--- config.mk ---
export PLATFORM = sky130hd
export DESIGN_NAME = chan_switch_ctrl
export DESIGN_NICKNAME = d
export VERILOG_FILES = /design/src/design/chan_switch_pkg.sv /design/src/design/line_sync.sv /design/src/design/irq_combine.sv /design/src/design/chan_switch_ctrl.sv
export VERILOG_INCLUDE_DIRS = /design/src /design/src/design
export SDC_FILE = /design/constraint.sdc
export NUM_CORES = 1
export LEC_CHECK = 0
export BUFFER_PORTS_ARGS = -buffer_cell sky130_fd_sc_hd__buf_4
export CAP_MARGIN = 20
export CORE_MARGIN = 2
export CORE_UTILIZATION = 58
export CTS_CLUSTER_DIAMETER = 200
export CTS_CLUSTER_SIZE = 16
export DETAILED_ROUTE_END_ITERATION = 6
export PLACE_DENSITY = 0.85
export SETUP_SLACK_MARGIN = 0.05
export SLEW_MARGIN = 10
export SYNTH_ARGS = -nofsm -noshare
export SYNTH_HDL_FRONTEND = slang
export SYNTH_HIERARCHICAL = 1
export SYNTH_SLANG_ARGS = --single-unit
--- constraint.sdc ---
create_clock -name CLOCK -period 2.1 [get_ports CLOCK]
set_input_delay 0.21 -clock CLOCK [delete_from_list [all_inputs] [get_ports CLOCK]]
set_output_delay 0.21 -clock CLOCK [all_outputs]
set_load 0.02 [all_outputs]
--- src/design/chan_switch_cfg.svh ---
`ifndef CHAN_SWITCH_CFG_SVH
`define CHAN_SWITCH_CFG_SVH
// Fixed upper five address bits; value is arbitrary
`define ADDR_FIXED 5'h0E
`define CTRL_RESET 8'h00
`define SEL_LSB 0
`define IRQ_LSB 4
`define CH_COUNT 4
`define BYTE_BITS 4'h8
`endif

--- src/design/chan_switch_pkg.sv ---
`include "chan_switch_cfg.svh"
package chan_switch_pkg;
  typedef enum logic [2:0] {ST_IDLE, ST_ADDR, ST_ACK_ADDR, ST_WRITE, ST_ACK_WR, ST_READ, ST_ACK_RD, ST_SKIP}
    bus_state_type;
  typedef struct packed {
    logic scl;
    logic sda;
  } line_pair_type;
  typedef struct packed {
    logic scl_rise;
    logic scl_fall;
    logic start;
    logic stop;
  } line_event_type;
endpackage

--- src/design/line_sync.sv ---
`timescale 1ns/1ps
// Two-stage synchroniser for bus lines and edge detection on the settled copy
module line_sync
  import chan_switch_pkg::*;
(
  input wire logic clock,
  input wire logic resetn,
  input wire line_pair_type raw,
  output line_pair_type lines,
  output line_event_type events
);
  line_pair_type meta_r, meta_nxt;
  line_pair_type sync_r, sync_nxt;
  line_pair_type prev_r, prev_nxt;

  always_comb begin
    meta_nxt = raw;
    sync_nxt = meta_r;
    prev_nxt = sync_r;
    if (!resetn) begin
      meta_nxt = 2'h3;
      sync_nxt = 2'h3;
      prev_nxt = 2'h3;
    end
  end

  always_ff @(posedge clock) begin
    meta_r <= meta_nxt;
    sync_r <= sync_nxt;
    prev_r <= prev_nxt;
  end

  assign lines = sync_r;
  // =====================================
  // Line events
  always_comb begin
    events.scl_rise = sync_r.scl && !prev_r.scl;
    events.scl_fall = !sync_r.scl && prev_r.scl;
    events.start = prev_r.scl && sync_r.scl && prev_r.sda && !sync_r.sda;
    events.stop = prev_r.scl && sync_r.scl && !prev_r.sda && sync_r.sda;
  end
endmodule

--- src/design/irq_combine.sv ---
`timescale 1ns/1ps
`include "chan_switch_cfg.svh"
// Synchronises the four interrupt inputs and combines them
module irq_combine
  import chan_switch_pkg::*;
(
  input wire logic clock,
  input wire logic resetn,
  input wire logic [`CH_COUNT-1:0] irq_in_n,
  output logic [`CH_COUNT-1:0] irq_active,
  output logic irq_out_oe_n
);
  logic [`CH_COUNT-1:0] meta_r, meta_nxt;
  logic [`CH_COUNT-1:0] sync_r, sync_nxt;
  logic irq_oe_r, irq_oe_nxt;
  genvar g;

  generate
    for (g = 0; g < `CH_COUNT; g++) begin : g_ch
      always_comb begin
        meta_nxt[g] = resetn ? !irq_in_n[g] : 1'b0;
        sync_nxt[g] = resetn ? meta_r[g] : 1'b0;
      end
    end
  endgenerate

  always_comb begin
    // Independent of channel selection
    irq_oe_nxt = resetn ? !(|sync_r) : 1'b1;
  end

  always_ff @(posedge clock) begin
    meta_r <= meta_nxt;
    sync_r <= sync_nxt;
    irq_oe_r <= irq_oe_nxt;
  end

  assign irq_active = sync_r;
  assign irq_out_oe_n = irq_oe_r;

  property p_irq_low;
    @(posedge clock) disable iff (!resetn)
      (|sync_r) |=> !irq_oe_r;
  endproperty
  a_irq_low: assert property (p_irq_low) else $error("interrupt output not pulled low");

  property p_irq_release;
    @(posedge clock) disable iff (!resetn)
      (sync_r == 4'h0) |=> irq_oe_r;
  endproperty
  a_irq_release: assert property (p_irq_release) else $error("interrupt output not released");
endmodule

--- src/design/chan_switch_ctrl.sv ---
`timescale 1ns/1ps
`include "chan_switch_cfg.svh"
module chan_switch_ctrl
  import chan_switch_pkg::*;
(
  input wire logic CLOCK,
  input wire logic RESETN,
  input wire logic SCL_IN,
  input wire logic SDA_IN,
  output logic SDA_OUT,
  output logic SDA_OE_N,
  input wire logic ADDR_PIN_LOW,
  input wire logic ADDR_PIN_HIGH,
  input wire logic [`CH_COUNT-1:0] IRQ_IN_N,
  output logic IRQ_OUT,
  output logic IRQ_OUT_OE_N,
  output logic [`CH_COUNT-1:0] CHANNEL_ENABLE
);
  line_pair_type lines;
  line_event_type ev;
  logic [`CH_COUNT-1:0] irq_active;

  bus_state_type state_r, state_nxt;
  logic [3:0] bit_cnt_r, bit_cnt_nxt;
  logic [7:0] shift_r, shift_nxt;
  logic [`CH_COUNT-1:0] sel_r, sel_nxt;
  logic [`CH_COUNT-1:0] active_r, active_nxt;
  logic [7:0] tx_r, tx_nxt;
  logic sda_drive_r, sda_drive_nxt;
  logic [1:0] apin_meta_r, apin_meta_nxt;
  logic [1:0] apin_r, apin_nxt;
  logic [6:0] own_addr;
  logic [7:0] rx_byte;

  line_sync u_line_sync (
    .clock(CLOCK),
    .resetn(RESETN),
    .raw({SCL_IN, SDA_IN}),
    .lines(lines),
    .events(ev)
  );

  irq_combine u_irq (
    .clock(CLOCK),
    .resetn(RESETN),
    .irq_in_n(IRQ_IN_N),
    .irq_active(irq_active),
    .irq_out_oe_n(IRQ_OUT_OE_N)
  );

  // =====================================
  // Address pins (synchronised)
  always_comb begin
    apin_meta_nxt = RESETN ? {ADDR_PIN_HIGH, ADDR_PIN_LOW} : 2'h0;
    apin_nxt = RESETN ? apin_meta_r : 2'h0;
  end

  always_ff @(posedge CLOCK) begin
    apin_meta_r <= apin_meta_nxt;
    apin_r <= apin_nxt;
  end

  assign own_addr = {`ADDR_FIXED, apin_r};
  assign rx_byte = {shift_r[6:0], lines.sda};

  // =====================================
  // Bus state machine
  always_comb begin
    state_nxt = state_r;
    bit_cnt_nxt = bit_cnt_r;
    shift_nxt = shift_r;
    sel_nxt = sel_r;
    active_nxt = active_r;
    tx_nxt = tx_r;
    sda_drive_nxt = sda_drive_r;
    if (ev.stop) begin
      // Switching only at STOP keeps downstream lines idle high when joined
      active_nxt = sel_r;
      state_nxt = ST_IDLE;
      sda_drive_nxt = 1'b0;
    end else if (ev.start) begin
      // Any SDA edge with SCL high is control, never data
      state_nxt = ST_ADDR;
      bit_cnt_nxt = 4'h0;
      sda_drive_nxt = 1'b0;
    end else begin
      case (state_r)
        ST_IDLE: begin
          sda_drive_nxt = 1'b0;
        end
        ST_ADDR, ST_WRITE: begin
          if (ev.scl_rise) begin
            shift_nxt = rx_byte;
            bit_cnt_nxt = bit_cnt_r + 4'h1;
          end
          if (ev.scl_fall && bit_cnt_r == `BYTE_BITS) begin
            bit_cnt_nxt = 4'h0;
            if (state_r == ST_ADDR) begin
              if (shift_r[7:1] == own_addr) begin
                state_nxt = ST_ACK_ADDR;
                sda_drive_nxt = 1'b1;
              end else begin
                state_nxt = ST_SKIP;
              end
            end else begin
              sel_nxt = shift_r[`SEL_LSB +: `CH_COUNT];
              state_nxt = ST_ACK_WR;
              sda_drive_nxt = 1'b1;
            end
          end
        end
        ST_ACK_ADDR: begin
          if (ev.scl_fall) begin
            if (shift_r[0]) begin
              // Interrupt levels sampled at the moment the byte is loaded
              tx_nxt = {irq_active, sel_r};
              sda_drive_nxt = !irq_active[3];
              state_nxt = ST_READ;
            end else begin
              sda_drive_nxt = 1'b0;
              state_nxt = ST_WRITE;
            end
          end
        end
        ST_ACK_WR: begin
          if (ev.scl_fall) begin
            sda_drive_nxt = 1'b0;
            state_nxt = ST_WRITE;
          end
        end
        ST_READ: begin
          if (ev.scl_rise) begin
            bit_cnt_nxt = bit_cnt_r + 4'h1;
          end
          if (ev.scl_fall) begin
            if (bit_cnt_r == `BYTE_BITS) begin
              bit_cnt_nxt = 4'h0;
              sda_drive_nxt = 1'b0;
              state_nxt = ST_ACK_RD;
            end else begin
              tx_nxt = {tx_r[6:0], 1'b0};
              sda_drive_nxt = !tx_r[6];
            end
          end
        end
        ST_ACK_RD: begin
          if (ev.scl_rise) begin
            shift_nxt = {7'h00, lines.sda};
          end
          if (ev.scl_fall) begin
            if (shift_r[0]) begin
              // No acknowledge: line stays released for the STOP
              sda_drive_nxt = 1'b0;
              state_nxt = ST_SKIP;
            end else begin
              tx_nxt = {irq_active, sel_r};
              sda_drive_nxt = !irq_active[3];
              state_nxt = ST_READ;
            end
          end
        end
        default: begin
          sda_drive_nxt = 1'b0;
        end
      endcase
    end
    if (!RESETN) begin
      // Same clear serves the reset pin and the power-on reset
      state_nxt = ST_IDLE;
      bit_cnt_nxt = 4'h0;
      shift_nxt = 8'h00;
      sel_nxt = 4'(`CTRL_RESET);
      active_nxt = 4'(`CTRL_RESET);
      tx_nxt = 8'h00;
      sda_drive_nxt = 1'b0;
    end
  end

  always_ff @(posedge CLOCK) begin
    state_r <= state_nxt;
    bit_cnt_r <= bit_cnt_nxt;
    shift_r <= shift_nxt;
    sel_r <= sel_nxt;
    active_r <= active_nxt;
    tx_r <= tx_nxt;
    sda_drive_r <= sda_drive_nxt;
  end

  assign SDA_OUT = 1'b0;
  assign SDA_OE_N = !sda_drive_r;
  assign IRQ_OUT = 1'b0;
  assign CHANNEL_ENABLE = active_r;

  // =====================================
  // Checks
  property p_switch_at_stop;
    @(posedge CLOCK) disable iff (!RESETN)
      !ev.stop |=> $stable(active_r);
  endproperty
  a_switch_at_stop: assert property (p_switch_at_stop) else $error("channels changed outside STOP");

  property p_stop_loads;
    @(posedge CLOCK) disable iff (!RESETN)
      ev.stop |=> active_r == $past(sel_r);
  endproperty
  a_stop_loads: assert property (p_stop_loads) else $error("STOP did not apply selection");

  property p_reset_clear;
    @(posedge CLOCK) !RESETN |=> (active_r == 4'h0 && sel_r == 4'h0 && state_r == ST_IDLE);
  endproperty
  a_reset_clear: assert property (p_reset_clear) else $error("reset did not clear");

  property p_write_store;
    @(posedge CLOCK) disable iff (!RESETN)
      (state_r == ST_WRITE && ev.scl_fall && bit_cnt_r == 4'h8 && !ev.stop && !ev.start)
      |=> sel_r == $past(shift_r[3:0]) && state_r == ST_ACK_WR;
  endproperty
  a_write_store: assert property (p_write_store) else $error("data byte not stored");

  property p_ack_hold;
    @(posedge CLOCK) disable iff (!RESETN)
      (state_r == ST_ACK_WR && lines.scl) |-> !SDA_OE_N;
  endproperty
  a_ack_hold: assert property (p_ack_hold) else $error("acknowledge not held");

  property p_read_load;
    @(posedge CLOCK) disable iff (!RESETN)
      (state_r == ST_ACK_ADDR && ev.scl_fall && shift_r[0] && !ev.stop && !ev.start)
      |=> tx_r == {$past(irq_active), $past(sel_r)};
  endproperty
  a_read_load: assert property (p_read_load) else $error("read byte wrong");

  property p_nack_release;
    @(posedge CLOCK) disable iff (!RESETN)
      (state_r == ST_ACK_RD && ev.scl_fall && shift_r[0] && !ev.stop && !ev.start) |=> SDA_OE_N [*2];
  endproperty
  a_nack_release: assert property (p_nack_release) else $error("SDA not released after NACK");

  property p_idle_release;
    @(posedge CLOCK) disable iff (!RESETN)
      state_r == ST_IDLE |-> SDA_OE_N;
  endproperty
  a_idle_release: assert property (p_idle_release) else $error("SDA driven while idle");

  property p_addr_ack_hold;
    @(posedge CLOCK) disable iff (!RESETN)
      (state_r == ST_ACK_ADDR && lines.scl) |-> !SDA_OE_N;
  endproperty
  a_addr_ack_hold: assert property (p_addr_ack_hold) else $error("address acknowledge not held");

  // Foreign traffic belongs to other targets, so the line stays free
  property p_skip_quiet;
    @(posedge CLOCK) disable iff (!RESETN)
      state_r == ST_SKIP |-> SDA_OE_N;
  endproperty
  a_skip_quiet: assert property (p_skip_quiet) else $error("SDA driven while not addressed");

  property p_ack_rd_release;
    @(posedge CLOCK) disable iff (!RESETN)
      state_r == ST_ACK_RD |-> SDA_OE_N;
  endproperty
  a_ack_rd_release: assert property (p_ack_rd_release) else $error("SDA driven in controller acknowledge");

  property p_start_restart;
    @(posedge CLOCK) disable iff (!RESETN)
      (ev.start && !ev.stop) |=> (state_r == ST_ADDR && bit_cnt_r == 4'h0);
  endproperty
  a_start_restart: assert property (p_start_restart) else $error("START did not restart address phase");

  property p_bit_bound;
    @(posedge CLOCK) disable iff (!RESETN)
      bit_cnt_r <= `BYTE_BITS;
  endproperty
  a_bit_bound: assert property (p_bit_bound) else $error("bit counter beyond one byte");

  property p_sel_hold;
    @(posedge CLOCK) disable iff (!RESETN)
      !(state_r == ST_WRITE && ev.scl_fall && bit_cnt_r == `BYTE_BITS) |=> $stable(sel_r);
  endproperty
  a_sel_hold: assert property (p_sel_hold) else $error("selection changed outside data byte");

  c_write: cover property (@(posedge CLOCK) disable iff (!RESETN) state_r == ST_ACK_WR);
  c_read: cover property (@(posedge CLOCK) disable iff (!RESETN) state_r == ST_READ);
  c_switch: cover property (@(posedge CLOCK) disable iff (!RESETN) ev.stop && sel_r != active_r);
  c_read_again: cover property (@(posedge CLOCK) disable iff (!RESETN) state_r == ST_ACK_RD && ev.scl_fall && !shift_r[0]);
  c_skip_stop: cover property (@(posedge CLOCK) disable iff (!RESETN) state_r == ST_SKIP && ev.stop);
endmodule

======== Yosys cells after proc, flatten, opt, wreduce, memory -nomap -nowiden ========
Cells that the tools add are included.
operators by class
  add/subtract/negate cells ............... 1
  bitwise gates (word level) .............. 4
  equality and inequality tests ........... 26
  muxes and demuxes ....................... 39
  reduce and logical (&&, ||, !) cells .... 36
operators by type and width
  operator              number
  $mux W7               6
  $mux W3               9
  $ne A2 B2 Y1 const B  11
  $ne A3 B3 Y1 const B  7
  $pmux W7 S3           1
  $mux W4               5
  $mux W8               2
  $pmux W8 S2           1
  $pmux W3 S5           1
  $reduce_and A7 Y1     2
  $logic_not A1 Y1      12
  $mux W1               11
  $reduce_and A5 Y1     2
  $eq A3 B3 Y1 const B  3
  $reduce_and A9 Y1     1
  $logic_and A1 B1 Y1   8
  $pmux W4 S2           1
  $eq A7 B6 Y1          1
  $eq A3 B2 Y1 const B  2
  $reduce_and A6 Y1     1
  $reduce_bool A3 Y1    2
  $reduce_bool A6 Y1    1
  $pmux W1 S5           1
  $reduce_bool A5 Y1    1
  other kinds (10)      14
word-level totals
  output and inout port bits .............. 8
  bits of input ports ..................... 10
  logic and storage cells ................. 125
  bits in registers ....................... 50

======== Longest topological paths before layout ========
  depth in word-level cells ............... 7
  gate-level depth with buffers ........... 7
  depth with buffers taken out ............ 6

======== Hierarchy ========
The synthesis kept the hierarchy.
by module, submodules not included
  module            area each (um^2)  times used  cells each  seq. area each (um^2)
  chan_switch_ctrl  1767.9            1           188         700.7
  irq_combine       246.5             1           18          180.2
  line_sync         190.2             1           16          120.1

======== Least setup slack after synthesis ========
Ideal clock, no wire load.
  kind .................................... reg2reg
  start ................................... register u_line_sync/prev_r[1] (netlist bit)
  end ..................................... register sda_drive_r
  cell stages (with the launch flop) ...... 7
  path slack .............................. 287 ps
  arrival time ............................ 1697 ps
  clock period less this slack ............ 1813 ps
  buffers on the path ..................... 1
  required time ........................... 1984 ps
  setup time .............................. 116 ps
  cells stage by stage .................... dfxtp_1 > nor2b_1 > and4b_1 > clkbuf_1 > a31oi_1 > or4_1 > o211a_1
RTL lines
  what                      line                     RTL
  start: declaration        line_sync.sv:14          line_pair_type prev_r, prev_nxt;
  start signal: assignment  line_sync.sv:30          prev_r <= prev_nxt;
  end signal: assignment    chan_switch_ctrl.sv:186  sda_drive_r <= sda_drive_nxt;
  end: declaration          chan_switch_ctrl.sv:29   logic sda_drive_r, sda_drive_nxt;

======== Final worst setup path ========
  start ................................... register bit_cnt_r[0]
  end ..................................... register sda_drive_r
on the way
  word-level cells in the longest chain between the ends .. 4
  elaborated cells on any way between the ends .. 7
  those cells by class .................... eq/ne (2); mux (3); reduce/logical (2)
ends and longest elaborated chain
  what                                                     line                     RTL
  start: declaration                                       chan_switch_ctrl.sv:24   logic [3:0] bit_cnt_r, bit_cnt_nxt;
  start signal: assignment                                 chan_switch_ctrl.sv:181  bit_cnt_r <= bit_cnt_nxt;
  $eq A4 B4 Y1 (no line) *                                 n/a
  $mux W1 / $logic_and A1 B1 Y1 (equally long branches)    n/a
  $mux W1 / $ne A2 B2 Y1 (equally long branches)           n/a
  $pmux W1 S5 / $reduce_and A6 Y1 (equally long branches)  n/a
Mark *: on every way between the ends. The rest lies on a longest branch, timed or not. The select of a mux whose other input is x is not followed.
A chain may end at the register's enable or synchronous reset.

==> impl_metrics.yaml <==
synth:
  synth_area_per_cell_um2: 9.93
  ys_ff_latch: 50
  ys_types: 47
  yosysSeqAreaShare_pct: 45.4
  synth-edff-count: 0
  yosys_warnings: 6
  synthFlopType: "dfxtp_1"
  synthCells: 222
  synth_area_um2: 2200
  async_flop_share_pct: 0
power_and_ir_drop:
  p_sw_mw: 0.399
  comb_power_share_pct: 6.8
  pwr_density_cell_nw_per_um2: 675
  fin_total_pwr_mw: 1.65
  leakagePower_nw: 1.02
  p_int_mw: 1.25
  swShare_pct: 24.1
  ir_drop_mv: 0.604
  pwr-share-seq_pct: 59.4
  clkPwrFrac_pct: 33.8
route:
  finalWirelength_um: 3900
  antenna_left: 0
  wire_per_inst_um: 13.6
  viasPerCell: 5.53
  firstDrtPassIters: 4
  drtIter0Drc: 115
  num_vias: 1588
  route.detailed.drc: 0
timing:
  maxSlewViolCount: 0
  rsz0062_at_grt: "no"
  whs_ps: 41.3
  fin_skew_ps: 8.30
  fin_ws_ps: 309
  min_period_ps: 1790
  max-slew-margin-rel_pct: 62.2
  setup_viol: 0
  fmax_ghz: 0.558
  fin_crit_sh_pct: 85.3
  tightest_slew_ps: 567
  hold_violations: 0
  final.setup.tns_ps: 0
critical_path:
  crit_arrival_ps: 2000
  cpPeakStageDelay_ps: 510
  crit_required_ps: 2310
  cp-end-kind: "flop"
  critPathKind: "reg -> reg"
  crit_slowest_cell: "or4_1"
  cp_max_fo: 6
  startpoint_type: "flop"
  cp_cell_sequence: "inv_1, ha_1, and4b_1, a31oi_1, or4_1, o211a_1"
finish:
  area_growth_pct: 11.1
  final_area_um2: 2450
  finalNonFillerCells: 287
  drive_above_1_share_pct: 15.9
  nets: 250
  diodes: 0
  post-route-util_pct: 66.9
clock_network:
  cts_setup_buffers: 0
  cts.sinks: 50
  clockBufferDepth: 2
  clk_pin_slew_worst_paths_ps: 90
  cts_tree: "yes"
  htree_levels: 2
  root_buffer: "clkbuf_8"
  clock_latency_ps: 310
  cts_buffers: 5
placed_design:
  place_hpwl_um: 2790
  place.port_buffers: 15
  gp_congestion: 0.879
  preCtsSetupSlack_ps: 265
  dp_cells: 279
  dpl_cell_area_um2: 2360
global_route:
  groute.usage.overall_pct: 20.2
  grt_max_degree: 26
  antenna_found_initial: 0
  grt_pass1_wl_um: 6550
  grt_pass1_vias: 1418
  gr-total-overflow: 0
floorplanning:
  die_area_um2: 4310
  io_pins: 18
  coreArea_um2: 3660
  die_y_um: 65.7
  start_util_pct: 60.2
  num_rows: 22
  die_w_um: 65.7
job:
  maxCapViolations: 0
min_path:
  hp-class: "in -> reg"
outcome:
  outcome: "finished, final reports clean"
-- timing repair --
item	4_1_cts	5_1_grt
gates resized for setup	0	2
hold endpoints to repair	0	0
hold buffers	0	0
endpoints found under the setup margin	0	1
-- power groups by stage --
stage | clock, mW | sequential [mW] | combinational [mW]
final | 0.559 | 0.982 | 0.113
after global routing | 0.615 | 0.985 | 0.125
after CTS | 0.576 | 0.982 | 0.113
after detailed placement | 0 | 1.00 | 0.113
after global placement | 0 | 1.00 | 0.112
after floorplan | 0 | 1.00 | 0.0796
-- registers in the layout, summed over array words and instances, names as in the netlist, 3 cells and up --
signal and flops:
CHANNEL_ENABLE 4, u_irq/irq_active 4, sel_r 4, state_r 3
shift_r 8, bit_cnt_r 4, tx_r 7, u_irq/meta_r 4
-- critical path: cells and delay by family (launching register included) --
family,cells,cell delay [ps]
adders and majority gates,1,170
and+or+nand+nor,2,870
AOI/OAI and AO/OA,2,230
DFF,1,330
buffers and inverters,1,90
-- Yosys cell counts, types with 3 or more instances --
master    number  area, um2
nor2b_1        7       43.8
or3b_1         3       26.3
and4b_1        3       30.0
a21oi_1       13       65.1
and2_1        16        100
nor2_1        23       86.3
a311oi_1       6       52.6
dfxtp_1       50       1000
nand2_1        3       11.3
inv_1          6       22.5
nand2b_1       9       56.3
buf_4          4       30.0
clkbuf_1       6       22.5
mux2i_1       24        240
a31oi_1        3       18.8
o21ai_1        4       20.0
nor3_1         3       15.0
buf_2          3       15.0
-- placed cells by master (no fill, tap or decap), types with 3 or more instances in the layout --
| cell type | instances |
|---|---|
| nor3_1 | 3 |
| a311oi_1 | 6 |
| dfxtp_1 | 49 |
| and4b_1 | 3 |
| a21oi_1 | 13 |
| clkbuf_8 | 5 |
| buf_4 | 21 |
| inv_1 | 6 |
| and2_1 | 15 |
| nand2b_1 | 9 |
| nand2_1 | 3 |
| or3b_1 | 3 |
| mux2i_1 | 24 |
| nor2_1 | 23 |
| nor2b_1 | 7 |
| a31oi_1 | 3 |
| o21ai_1 | 4 |
-- layer usage --
layer / share of wire (%) / wire (um) / vias to the layer above / GRT usage [%]
met3: 5.0 / 195 / 5 / 6.16
met1: 47 / 1840 / 731 / 25.7
li1: - / - / 819 / -
met2: 46 / 1800 / 33 / 32.3
met5: 0 / 0 / - / 0
met4: 1.6 / 64 / 0 / 7.03
-- cell type report --
cell class              count  area [um2]
clock buffers               5        68.8
inverters                   8        30.0
repair buffers             21         158
well taps                  48        60.1
clock inverters             3        18.8
flip-flops and latches     50        1000
fillers                   315        1210
multi-input cells         152        1110
-- cell families after synthesis --
family / Yosys count / synth area share [%]
AO/OA/AOI/OAI: 40 / 14.4
buffers and inverters: 21 / 4.43
adder cells (fa/ha/maj): 2 / 1.13
XOR/XNOR: 4 / 1.59
AND/OR/NAND/NOR: 80 / 22.0
multiplexers: 24 / 10.9
flip-flops: 50 / 45.4
other: 1 / 0.170
-- final timing paths --
kind	depth (start not counted)	to	startpoint	slack (ps)
worst max-delay path	6	sda_drive_r	bit_cnt_r[0]	310
worst min-delay path	2	u_irq/meta_r[2]	IRQ_IN_N[2]	40
worst max register to register	6	sda_drive_r	bit_cnt_r[0]	310
worst min register to register	1	u_line_sync/lines[0]	u_line_sync/meta_r[0]	410
Note: power is estimated with default switching activity, not from simulation.
